<file path="src/pdt_pkg.sv">
`default_nettype none
package pdt_pkg;

    // ========================================
    // Bus geometry
    localparam int unsigned ADDR_W = 8;
    localparam int unsigned DATA_W = 32;
    localparam int unsigned CNT_W = 16;

    // ========================================
    // Register offsets (byte addresses)
    localparam logic [7:0] OFF_CFG = 8'h00;
    localparam logic [7:0] OFF_COUNT = 8'h04;
    localparam logic [7:0] OFF_INTERRUPT_STATUS_REG = 8'h08;
    localparam logic [7:0] OFF_INT_EN = 8'h0C;

    // ========================================
    // Field positions
    localparam int unsigned CFG_PRELOAD_LSB = 0;
    localparam int unsigned CFG_RUN_BIT = 16;
    localparam int unsigned INT_WRAP_BIT = 0;

    // ========================================
    // Reset values
    localparam logic [15:0] COUNT_ALL_ONES = 16'hFFFF;
    localparam logic [15:0] PRELOAD_RST = 16'h0000;
    localparam logic [31:0] RDATA_RST = 32'h0000_0000;

    // ========================================
    // Timing
    localparam int unsigned CLK_FREQ_HZ = 200_000_000;
    localparam int unsigned TICK_US = 100;
    localparam int unsigned TICK_CYCLES = (CLK_FREQ_HZ / 1_000_000) * TICK_US;

    // ========================================
    // Timer run state
    typedef enum logic [1:0]
    {
        ST_STOP = 2'b01,
        ST_RUN = 2'b10
    } pdt_state_e;

endpackage

`default_nettype wire

</file>
<file path="src/pdt_tick_gen.sv">
`timescale 1ns/10ps
`default_nettype none

module pdt_tick_gen #(
    parameter int unsigned DIV = pdt_pkg::TICK_CYCLES
)
(
    // Clock and reset
    input wire logic ref_clk,
    input wire logic resetn,
    // Control
    input wire logic restart,
    // Tick out
    output logic tick
);

    localparam int unsigned W = (DIV > 1) ? $clog2(DIV) : 1;
    localparam logic [W-1:0] LAST = W'(DIV - 1);

    logic [W-1:0] cnt;
    logic [W-1:0] next_cnt;
    logic next_tick;

    // ========================================
    // Prescaler: one pulse per full interval
    always_comb
    begin
        next_cnt = cnt + W'(1);
        next_tick = 1'b0;
        if (restart)
        begin
            next_cnt = '0;
        end
        else if (cnt == LAST)
        begin
            next_cnt = '0;
            next_tick = 1'b1;
        end
    end

    always_ff @(posedge ref_clk or negedge resetn)
    begin
        if (!resetn)
        begin
            cnt <= '0;
            tick <= 1'b0;
        end
        else
        begin
            cnt <= next_cnt;
            tick <= next_tick;
        end
    end

endmodule

`default_nettype wire

</file>
<file path="src/pdt_timer.sv">
// Summary of operation
// Decrement count once per 100 us tick.
// Enabling loads preload into count, counts down.
// Reset or disable forces count to all ones.
// Preload writable whether running or stopped.
// New preload while running restarts countdown.
// Zero wraps to all ones, keeps counting.
// Wrap sets flag only when enable set.
// Flag sticky, cleared by writing one.
// Prescaled tick; stopped count holds all ones.
`timescale 1ns/10ps
`default_nettype none

module pdt_timer #(
    parameter int unsigned TICK_CYCLES = pdt_pkg::TICK_CYCLES,
    parameter int unsigned ADDR_W = pdt_pkg::ADDR_W
)
(
    // Clock and reset
    input wire logic ref_clk,
    input wire logic resetn,
    // Register port
    input wire logic [ADDR_W-1:0] addr,
    input wire logic [31:0] wdata,
    input wire logic wr_stb,
    input wire logic rd_stb,
    output logic [31:0] rdata,
    // Interrupt
    output logic irq
);

    // ========================================
    // Declarations
    pdt_pkg::pdt_state_e state;
    pdt_pkg::pdt_state_e next_state;
    logic [15:0] timer_preload_field;
    logic [15:0] next_timer_preload_field;
    logic [15:0] timer_count_value;
    logic [15:0] next_timer_count_value;

    // Interrupt state
    logic timer_wrap_flag;
    logic next_timer_wrap_flag;
    logic timer_wrap_int_enable;
    logic next_timer_wrap_int_enable;
    logic next_irq;
    logic [31:0] next_rdata;

    // Prescaler and counter events
    logic tick;
    logic restart;
    logic wrap;
    logic load;

    // Register port decode
    logic cfg_wr;
    logic sts_wr;
    logic en_wr;
    logic [15:0] wr_preload;
    logic wr_run;

    // ========================================
    // Address decode
    // Full decode, unmapped offsets ignored
    always_comb
    begin
        cfg_wr = wr_stb && (addr == ADDR_W'(pdt_pkg::OFF_CFG));
        sts_wr = wr_stb && (addr == ADDR_W'(pdt_pkg::OFF_INTERRUPT_STATUS_REG));
        en_wr = wr_stb && (addr == ADDR_W'(pdt_pkg::OFF_INT_EN));
        wr_preload = wdata[pdt_pkg::CFG_PRELOAD_LSB +: 16];
        wr_run = wdata[pdt_pkg::CFG_RUN_BIT];
    end

    // ========================================
    // Tick prescaler
    // Restarted on every load so the first decrement is a full interval away
    always_comb
    begin
        restart = load || (state == pdt_pkg::ST_STOP);
    end

    pdt_tick_gen #(
        .DIV(TICK_CYCLES)
    )
    u_tick_gen
    (
        .ref_clk(ref_clk),
        .resetn(resetn),
        .restart(restart),
        .tick(tick)
    );

    // ========================================
    // Preload field, writable in any run state
    always_comb
    begin
        next_timer_preload_field = timer_preload_field;
        if (cfg_wr)
        begin
            next_timer_preload_field = wr_preload;
        end
    end

    always_ff @(posedge ref_clk or negedge resetn)
    begin
        if (!resetn)
        begin
            timer_preload_field <= pdt_pkg::PRELOAD_RST;
        end
        else
        begin
            timer_preload_field <= next_timer_preload_field;
        end
    end

    // ========================================
    // Counter and run state
    always_comb
    begin
        next_state = state;
        next_timer_count_value = timer_count_value;
        wrap = 1'b0;
        load = 1'b0;
        // Stopped count parks at all ones until enabled
        case (state)
            pdt_pkg::ST_STOP:
            begin
                next_timer_count_value = pdt_pkg::COUNT_ALL_ONES;
                if (cfg_wr && wr_run)
                begin
                    next_state = pdt_pkg::ST_RUN;
                    next_timer_count_value = wr_preload;
                    load = 1'b1;
                end
            end
            pdt_pkg::ST_RUN:
            begin
                // Config writes outrank a tick in the same cycle
                if (cfg_wr && !wr_run)
                begin
                    next_state = pdt_pkg::ST_STOP;
                    next_timer_count_value = pdt_pkg::COUNT_ALL_ONES;
                end
                else if (cfg_wr)
                begin
                    next_timer_count_value = wr_preload;
                    load = 1'b1;
                end
                else if (tick)
                begin
                    // Zero wraps on the next tick, no stop
                    if (timer_count_value == 16'h0000)
                    begin
                        next_timer_count_value = pdt_pkg::COUNT_ALL_ONES;
                        wrap = 1'b1;
                    end
                    else
                    begin
                        next_timer_count_value = timer_count_value - 16'h0001;
                    end
                end
            end
            default:
            begin
                next_state = pdt_pkg::ST_STOP;
                next_timer_count_value = pdt_pkg::COUNT_ALL_ONES;
            end
        endcase
    end

    always_ff @(posedge ref_clk or negedge resetn)
    begin
        if (!resetn)
        begin
            state <= pdt_pkg::ST_STOP;
            timer_count_value <= pdt_pkg::COUNT_ALL_ONES;
        end
        else
        begin
            state <= next_state;
            timer_count_value <= next_timer_count_value;
        end
    end

    // ========================================
    // Interrupt enable
    always_comb
    begin
        next_timer_wrap_int_enable = timer_wrap_int_enable;
        if (en_wr)
        begin
            next_timer_wrap_int_enable = wdata[pdt_pkg::INT_WRAP_BIT];
        end
    end

    always_ff @(posedge ref_clk or negedge resetn)
    begin
        if (!resetn)
        begin
            timer_wrap_int_enable <= 1'b0;
        end
        else
        begin
            timer_wrap_int_enable <= next_timer_wrap_int_enable;
        end
    end

    // ========================================
    // Sticky wrap flag, write one to clear
    always_comb
    begin
        next_timer_wrap_flag = timer_wrap_flag;
        if (sts_wr && wdata[pdt_pkg::INT_WRAP_BIT])
        begin
            next_timer_wrap_flag = 1'b0;
        end
        // Set after clear so a wrap in the clearing cycle is kept
        if (wrap && timer_wrap_int_enable)
        begin
            next_timer_wrap_flag = 1'b1;
        end
    end

    always_ff @(posedge ref_clk or negedge resetn)
    begin
        if (!resetn)
        begin
            timer_wrap_flag <= 1'b0;
        end
        else
        begin
            timer_wrap_flag <= next_timer_wrap_flag;
        end
    end

    // ========================================
    // Interrupt line, registered so it never glitches
    always_comb
    begin
        next_irq = next_timer_wrap_flag && next_timer_wrap_int_enable;
    end

    always_ff @(posedge ref_clk or negedge resetn)
    begin
        if (!resetn)
        begin
            irq <= 1'b0;
        end
        else
        begin
            irq <= next_irq;
        end
    end

    // ========================================
    // Read data, valid the cycle after the strobe
    always_comb
    begin
        next_rdata = pdt_pkg::RDATA_RST;
        if (rd_stb)
        begin
            case (addr)
                ADDR_W'(pdt_pkg::OFF_CFG):
                begin
                    next_rdata[pdt_pkg::CFG_PRELOAD_LSB +: 16] = timer_preload_field;
                    next_rdata[pdt_pkg::CFG_RUN_BIT] = (state == pdt_pkg::ST_RUN);
                end
                ADDR_W'(pdt_pkg::OFF_COUNT):
                begin
                    next_rdata[15:0] = timer_count_value;
                end
                ADDR_W'(pdt_pkg::OFF_INTERRUPT_STATUS_REG):
                begin
                    next_rdata[pdt_pkg::INT_WRAP_BIT] = timer_wrap_flag;
                end
                ADDR_W'(pdt_pkg::OFF_INT_EN):
                begin
                    next_rdata[pdt_pkg::INT_WRAP_BIT] = timer_wrap_int_enable;
                end
                // Unmapped offsets read as zero
                default:
                begin
                    next_rdata = pdt_pkg::RDATA_RST;
                end
            endcase
        end
    end

    always_ff @(posedge ref_clk or negedge resetn)
    begin
        if (!resetn)
        begin
            rdata <= pdt_pkg::RDATA_RST;
        end
        else
        begin
            rdata <= next_rdata;
        end
    end

endmodule

`default_nettype wire

</file>
<file path="config.mk">
export PLATFORM = sky130hd
export DESIGN_NAME = pdt_timer
export DESIGN_NICKNAME = d
export VERILOG_FILES = /design/src/pdt_pkg.sv /design/src/pdt_tick_gen.sv /design/src/pdt_timer.sv
export SDC_FILE = /design/constraint.sdc
export NUM_CORES = 1
export LEC_CHECK = 0
export BUFFER_PORTS_ARGS = -buffer_cell sky130_fd_sc_hd__buf_4
export CAP_MARGIN = 20
export CORE_MARGIN = 3
export CORE_UTILIZATION = 59
export CTS_CLUSTER_DIAMETER = 80
export DETAILED_ROUTE_END_ITERATION = 12
export PLACE_DENSITY = 0.83
export RECOVER_POWER = 100
export SLEW_MARGIN = 20
export SYNTH_ARGS = -nofsm -noshare
export SYNTH_HDL_FRONTEND = slang
export SYNTH_SLANG_ARGS = --single-unit
</file>
<file path="constraint.sdc">
create_clock -name ref_clk -period 6.4 [get_ports ref_clk]
set_clock_uncertainty 0.2 [all_clocks]
set_input_delay 0.32 -clock ref_clk [delete_from_list [all_inputs] [get_ports ref_clk]]
set_output_delay 0.32 -clock ref_clk [all_outputs]
set_load 0.02 [all_outputs]
</file>
==> results by group, run 1 <==
Outcome
  • Status: complete, no violations

Synth
  • Leading area contributor after synthesis: dfrtp_1
  • Synth top area cells: dfrtp_1 35%, dfstp_2 12%, mux2_2 4.2%
  • Synth Area per Inst: 9.91 µm²
  • Yosys top cell area share: 0.352
  • Post-synth top cells: 53 x dfrtp_1, 32 x nor2_1, 24 x nand2_1, 20 x nor2b_1
  • Flops & latches, synth: 70
  • Register area share after synthesis: 0.471
  • Number of synthesized flops with an enable pin: 0
  • Synth Flop Type: dfrtp_1
  • Synth Cell Area: 0.00377 mm²
  • Synth warn: 0
  • Most numerous cell in the Yosys netlist: dfrtp_1
  • Netlist cell types: 57
  • Fraction of registers with async set/reset: 1.00
  • Post-Syn Instances: 380

Power
  • Switching power: 0.256 mW
  • Register share of total power: 0.457
  • Logic pwr share: 0.091
  • Clock power share: 0.451
  • Internal power: 0.807 mW
  • Worst VDD drop: 0.177 mV
  • Sw Share: 0.241
  • Pleak: 1.83 nW
  • Pwr dens: 247 mW/mm²

Global route
  • Initial antenna violation count: 0
  • Vias in the first global route: 3025
  • First-pass GRT wire length: 14.6 mm
  • GRT Resource Usage Total: 0.253
  • Largest net degree at the start of global routing: 71
  • GRT Residual Overflow: 0

Finish
  • Nets: 472
  • Fillers: 460
  • Non-filler cells, final: roughly 500
  • Fraction of layout cells with a size suffix above 1: 0.184
  • ANT cells: 0
  • Synth-to-Final Area Change: 14.5%

Floorplan
  • CORE AREA: a little over 0.006 mm²
  • Die H: 85.9 µm
  • Rows: 28
  • IO Pins: 77
  • Die W: 85.9 µm
  • Initial Util: 0.621
  • Die ar.: ~0.0074 mm²

Drt
  • Vias/cell: 6.20
  • DR pass1 iterations: 7
  • DR iter-0 viols: approximately 170
  • Post-DR wirelength/cell: 17.5 µm
  • Routed wire length: 8.83 mm
  • Antenna viol nets, final: 0
  • DRC Markers: 0
  • Via Count: 3125

Run
  • Max-cap violations: 0

CTS
  • CTS clk-pin slew, worst paths: 70 ps
  • Post-CTS setup buffers: 0
  • Clk sinks: 70
  • Clk root buf: clkbuf_8
  • # H-tree levels: 3
  • Clk_lat worst skew: roughly 360 ps
  • Gates resized, CTS repair: 0
  • Hold_buf cts: 8
  • CTS tree: done
  • Cts bufs inserted: 9
  • Clock buffer depth: 2

Worst setup path
  • Buf+Inv Stages, Crit Path: 1
  • Worst reg2reg setup slack: 3300 ps
  • Critical Path Slowest Stage Cell: nor2_1
  • CP arrival: ~3200 ps
  • R2r endpoint: timer_count_value[2]
  • CP endpoint kind: register
  • RR Startpoint: state[0]
  • Worst-path fanout max: 19
  • Crit path max-delay family: simple AND/OR/NAND/NOR gates
  • Worst setup SP type: register
  • Crit path required time: 6480 ps
  • Levels on crit path: 7
  • Worst setup startpoint: state[0]
  • Worst setup endpoint: timer_count_value[2]
  • Reg2Reg Depth: 7
  • Max incr delay on CP: 610 ps
  • Worst path cell trace: inv_1 > ha_1 > nor2b_1 > o31a_1 > nor2_1 > nand2_1 > o32a_1
  • Worst setup path class: register to register

Timing
  • Setup TNS: 0 ps
  • Final min period: about 3100 ps
  • Pins Over Slew Limit: 0
  • Final hold vios: 0
  • Worst-Margin Slew: between 1000 and 1500 ps
  • Max_slew headroom: 0.148
  • Final setup fails: 0
  • RSZ-0062 raised after global routing: no
  • Fmax: 323 MHz
  • Final period util: 0.484

Place
  • GPL Wtd Cong: slightly below 1
  • PortBufs: 46
  • HPWL after DPL: 5.66 mm
  • Placed insts: 480

Hold path
  • Min-delay worst type: primary input to register
[cell usage in the layout (no fill, tap or decap), drive strengths merged, types with 5 or more instances in the layout]
cell type	n
xnor2	12
nand4	9
o22ai	7
a21oi	10
nor2b	20
inv	16
xor2	5
conb	15
a31oi	5
or4	5
a22oi	17
nor3	17
dfstp	17
nor4	9
and3	5
nand2	24
dfrtp	53
nand3	7
mux2	14
nor2	33
dlygate4sd3	8
o31ai	5
buf	28
o21ai	5
clkbuf	29
[per-stage QoR]
step / utilization / hold WS [ps] / instance area (µm²) / power (mW) / setup WS [ps]
detailed placement: 0.668 / 267 / 4050 / 0.587 / 3360
global placement: 0.668 / 260 / 4050 / 0.584 / 3400
CTS: 0.726 / 0.958 / 4400 / 1.07 / 3660
finish: 0.711 / 11.6 / 4310 / 1.06 / 3300
floorplan: - / -176 / 3820 / 0.554 / 4010
global route: 0.711 / 3.48 / 4310 / 1.10 / 3190
[how the worst min path moves through the flow]
stage,from,end,cells after the start
after floorplan,resetn,irq,0
after global placement,timer_preload_field[9],timer_preload_field[9],2
after detailed placement,timer_preload_field[3],timer_preload_field[3],2
after CTS,wdata[11],timer_preload_field[11],2
after global routing,wdata[4],timer_preload_field[4],2
final,wdata[15],timer_preload_field[15],2
[worst register-to-register path, stage by stage, from the launching register on]
cell	delay (ps)
dfstp_1	550
inv_1	70
ha_1	450
nor2b_1	270
o31a_1	170
nor2_1	610
nand2_1	290
o32a_1	420
[metal layers]
layer / vias up / share of wire / GRT usage
met5: - / 0 / 0
met4: 0 / 0.029 / 0.128
met3: 24 / 0.053 / 0.0528
met2: 123 / 0.50 / 0.416
met1: 1547 / 0.42 / 0.314
li1: 1431 / - / -
[power groups by stage]
stage / clock (mW) / sequential, mW / combinational (mW)
finish: 0.480 / 0.486 / 0.0973
global route: 0.504 / 0.488 / 0.108
detailed placement: 0 / 0.494 / 0.0930
CTS: 0.485 / 0.486 / 0.0983
floorplan: 0 / 0.486 / 0.0680
global placement: 0 / 0.493 / 0.0909
[cell families (layout without fill, tap and decap cells)]
logic type / after synthesis / after routing / share of synthesized area
xor+xnor: 17 / 17 / 0.0395
flops: 70 / 70 / 0.471
compound gates: 75 / 75 / 0.149
fa+ha+maj: 4 / 4 / 0.0133
buf+inv: 52 / 87 / 0.0741
simple gates: 146 / 146 / 0.204
mux: 15 / 15 / 0.0478
other cells: 1 / 15 / 0.000996
[area by class of cell]
class	count	area, µm²	area share
tap	75	93.8	0.0218
multi-input combinational	272	1750	0.406
timing repair buffer	56	369	0.0856
clock buffer	9	124	0.0287
clock inverter	7	145	0.0337
inverter	15	56.3	0.0131
sequential	70	1770	0.411
[flip-flops by register name (all words and copies together), names as in the netlist]
register and flops:
timer_preload_field 16, timer_count_value 16, u_tick_gen.tick 1, state 2, timer_wrap_flag 1, timer_wrap_int_enable 1, rdata 17, u_tick_gen.cnt 15
irq 1
(Power assumes the default switching activity.)
==> run 2: changes to the inputs <==
- ABC_AREA: default -> 1
- CORE_UTILIZATION: 59 -> 56
- PLACE_DENSITY: 0.83 -> 0.78
- clock period: 6.4 -> 3.2 ns (I/O delays scaled with it)
==> run 2 against run 1 <==
  * The run now ends with capacitance limit, slew limit left
  * Sequential cell count stayed put
  * Combinational power grew to 11 times the previous value
  * Sequential power grew to 2.5 times the previous value
  * Setup slack worse by 2600 ps
  * Largest cell class is now multi-input combinational cells
==> results by group, run 2 <==
Floorplan
  • Die H: 92.4 µm (was 85.9 µm)
  • Initial Util: 0.596 (was 0.621)
  • CORE AREA: 0.00702 mm² (was 0.00606 mm²)
  • Die ar.: 0.00854 mm² (was 0.00738 mm²)
  • Die W: 92.4 µm (was 85.9 µm)
  • Rows: 30 (was 28)
  • IO Pins: 77 (unchanged)

Synth
  • Netlist cell types: 35 (was 57)
  • Post-Synth XOR/XNOR Area: 0.0230 (was 0.0395)
  • Post-Syn Instances: 572 (was 380)
  • Post-synth top cells: 115 x nand2_1, 103 x nor2_1, 93 x inv_1, 53 x dfrtp_1, 30 x nand3_1 (was 53 x dfrtp_1, 32 x nor2_1, 24 x nand2_1, 20 x nor2b_1)
  • Synth Cell Area: 0.00418 mm² (was 0.00377 mm²)
  • Mux cell area share after synthesis: 0 (was 0.0478)
  • Synth Area in Adders: 0.0120 (was 0.0133)
  • Most numerous cell in the Yosys netlist: nand2_1 (was dfrtp_1)
  • Post-synthesis compound-gate area fraction: 0.0984 (was 0.149)
  • Simple-gate share of the synthesized area: 0.310 (was 0.204)
  • Synth Area per Inst: 7.31 µm² (was 9.91 µm²)
  • Number of synthesized flops with an enable pin: 0 (unchanged)
  • Fraction of registers with async set/reset: 1.00 (unchanged)
  • Yosys top cell area share: 0.317 (was 0.352)
  • Synth warn: 0 (unchanged)
  • Largest family of logic cells by synthesized area: simple AND/OR/NAND/NOR gates (unchanged)
  • Synth Flop Type: dfrtp_1 (unchanged)
  • Flops & latches, synth: 70 (unchanged)
  • Leading area contributor after synthesis: dfrtp_1 (unchanged)
  • Synth top area cells: dfrtp_1 32%, dfstp_2 11%, nand2_1 10% (was dfrtp_1 35%, dfstp_2 12%, mux2_2 4.2%)
  • Register area share after synthesis: 0.424 (was 0.471)

Finish
  • Max FFs per register: 17 (unchanged)
  • Commonest non-fill, non-tap cell in the layout: nand2_1 (was dfrtp_1)
  • Non-filler cells, final: 736 (was 504)
  • Most frequent cells in the layout: 117 x nand2_1, 103 x nor2_1, 94 x inv_1 (was 53 x dfrtp_1, 33 x nor2_1, 28 x buf_4)
  • Fraction of layout cells with a size suffix above 1: 0.128 (was 0.184)
  • Synth-to-Final Area Change: 15.7% (was 14.5%)
  • Nets: 683 (was 472)
  • Largest registers: rdata x17, timer_count_value x16, timer_preload_field x16 (unchanged)
  • ANT cells: 0 (unchanged)
  • Top reg by flops: rdata (unchanged)

Worst setup path
  • Critical path's most frequent cell: nand2_1
  • Worst setup path class: primary input to register (was register to register)
  • Worst setup SP type: primary input (was register)
  • Worst setup startpoint: addr[7] (was state[0])
  • Critical Path Slowest Stage Cell: nand2_1 (was nor2_1)
  • Buf+Inv Stages, Crit Path: 3 (was 1)
  • CP arrival: 2550 ps (was 3180 ps)
  • Worst-path fanout max: 24 (was 19)
  • Worst path cell trace: clkbuf_4 > nor2_1 > nand2_1 > nor2_4 > nand2_1 > buf_4 > inv_1 > o21ai_0 > nand2_1 > a21oi_1 > nor2_1 (was inv_1 > ha_1 > nor2b_1 > o31a_1 > nor2_1 > nand2_1 > o32a_1)
  • Crit path required time: 3290 ps (was 6480 ps)
  • CP endpoint kind: register (unchanged)
  • Crit path max-delay family: simple AND/OR/NAND/NOR gates (unchanged)
  • Max incr delay on CP: 510 ps (was 610 ps)
  • RR Startpoint: timer_count_value[0] (was state[0])

Timing
  • Pins Over Slew Limit: 71 (was 0)
  • Final hold vios: 0 (unchanged)
  • Slack of the critical path: 734 ps (was 3300 ps)
  • Max_slew headroom: -0.146 (was 0.148)
  • Final period util: 0.771
  • Final min period: 2470 ps
  • RSZ-0062 raised after global routing: no (unchanged)
  • Worst-Margin Slew: 1720 ps (was 1270 ps)
  • Final setup fails: 0 (unchanged)
  • Fmax: 405 MHz
  • Setup TNS: 0 ps (unchanged)

CTS
  • Cts bufs inserted: 9 (unchanged)
  • Clk_lat worst skew: 350 ps (was 360 ps)
  • Clk sinks: 70 (unchanged)
  • CTS clk-pin slew, worst paths: 80 ps (was 70 ps)
  • Clk root buf: clkbuf_8 (unchanged)
  • # H-tree levels: 3 (unchanged)
  • CTS tree: done (unchanged)
  • Gates resized, CTS repair: 0 (unchanged)
  • Clock buffer depth: 2 (unchanged)

Power
  • Total power: 3.16 mW (was 1.06 mW)
  • Pwr dens: 652 mW/mm² (was 247 mW/mm²)
  • Worst VDD drop: 0.542 mV (was 0.177 mV)
  • Pleak: 2.46 nW (was 1.83 nW)

Drt
  • DRC Markers: 0 (unchanged)
  • Vias/cell: 5.15 (was 6.20)
  • Via Count: 3788 (was 3125)
  • DR iter-0 viols: 302 (was 166)
  • Antenna viol nets, final: 0 (unchanged)
  • DR pass1 iterations: 5 (was 7)
  • Routed wire length: 9.88 mm (was 8.83 mm)
  • Post-DR wirelength/cell: 13.4 µm (was 17.5 µm)

Hold path
  • Hold_sp: wr_stb (was wdata[15])
  • Min-delay worst type: primary input to register (unchanged)

Run
  • Max-cap violations: 1 (was 0)

Global route
  • GRT Residual Overflow: 0 (unchanged)
  • First-pass GRT wire length: 16.3 mm (was 14.6 mm)
  • GRT Resource Usage Total: 0.237 (was 0.253)
  • Largest net degree at the start of global routing: 71 (unchanged)
  • Initial antenna violation count: 0 (unchanged)
  • Vias in the first global route: 3634 (was 3025)

Place
  • Placed insts: 703 (was 480)
  • Place WS: 874 ps (was 3360 ps)
  • GPL Wtd Cong: 0.888 (was 0.975)
  • PortBufs: 46 (unchanged)
  • HPWL after DPL: 6.83 mm (was 5.66 mm)

Outcome
  • Failing checks: capacitance limit, slew limit
  • Status: finished with violations (was complete, no violations)
-- run 2: cell types whose count changed after synthesis, moves of 14 or more --
cell,previous run,this run
o21ai_0,4,18
nor2b_1,20,0
a22oi_1,17,0
inv_1,15,93
mux2_2,14,0
nor2_1,32,103
nand3_1,7,30
nand2_1,24,115
-- run 2: logic make-up (layout without fill, tap and decap cells) --
family	Yosys count	after routing
adder cells (fa/ha/maj)	4	4
buffers and inverters	124	178
XOR/XNOR	11	11
flip-flops	70	70
other	1	15
AND/OR/NAND/NOR	294	294
AO/OA/AOI/OAI	68	68
-- run 2: worst paths after layout --
check / endpoint / slack (ps) / cells after the start
setup / recovery: timer_count_value[3] / 730 / 11
min in group asynchronous: rdata[0] / 600 / 2
hold reg to reg: timer_preload_field[2] / 290 / 2
max in group asynchronous: irq / 1180 / 2
setup reg to reg: irq / 770 / 7
hold / removal: timer_wrap_flag / 20 / 4
-- run 2: metrics by stage --
stage	utilization	hold WS (ps)	cell area, µm²
final	0.689	19.1	4840
after global routing	0.689	17.4	4840
after CTS	0.704	13.0	4940
after detailed placement	0.646	132	4540
after global placement	0.646	124	4540
after floorplan	-	-336	4240
-- run 2: routing by layer --
| layer | part of all wire | vias up | GRT usage | wire length (µm) |
|---|---|---|---|---|
| met5 | 0 | - | 0 | 0 |
| met4 | 0.019 | 0 | 0.0891 | 189 |
| met3 | 0.064 | 21 | 0.0431 | 630 |
| met2 | 0.50 | 141 | 0.411 | 4920 |
| met1 | 0.42 | 1750 | 0.293 | 4130 |
| li1 | - | 1876 | - | - |
-- run 2: worst register-to-register path, cell delays in order, from the launching register on --
cell and delay [ps]:
dfstp_1 390, inv_1 130, ha_1 240, nand3_1 200, nor2_1 240, nand3_1 370, or2_2 460, a21oi_1 130
-- run 2: power by group --
group	leakage [nW]	switching, mW	internal (mW)
Combinational	1.49	0.722	0.379
Sequential	0.855	0.138	1.09
Clock	0.116	0.343	0.481
Total	2.46	1.20	1.95
-- run 2: area by class of cell --
cell class              count  area (µm²)
clock buffers              11         151
clock inverters             5        81.3
fillers                   642        2180
inverters                  95         357
multi-input cells         392        1890
flip-flops and latches     70        1770
well taps                  96         120
repair buffers             67         464
-- run 2: what timing repair did --
action                    4_1_cts  5_1_grt
hold buffers                   17        0
setup buffers                   0        0
hold endpoints to repair       79        0
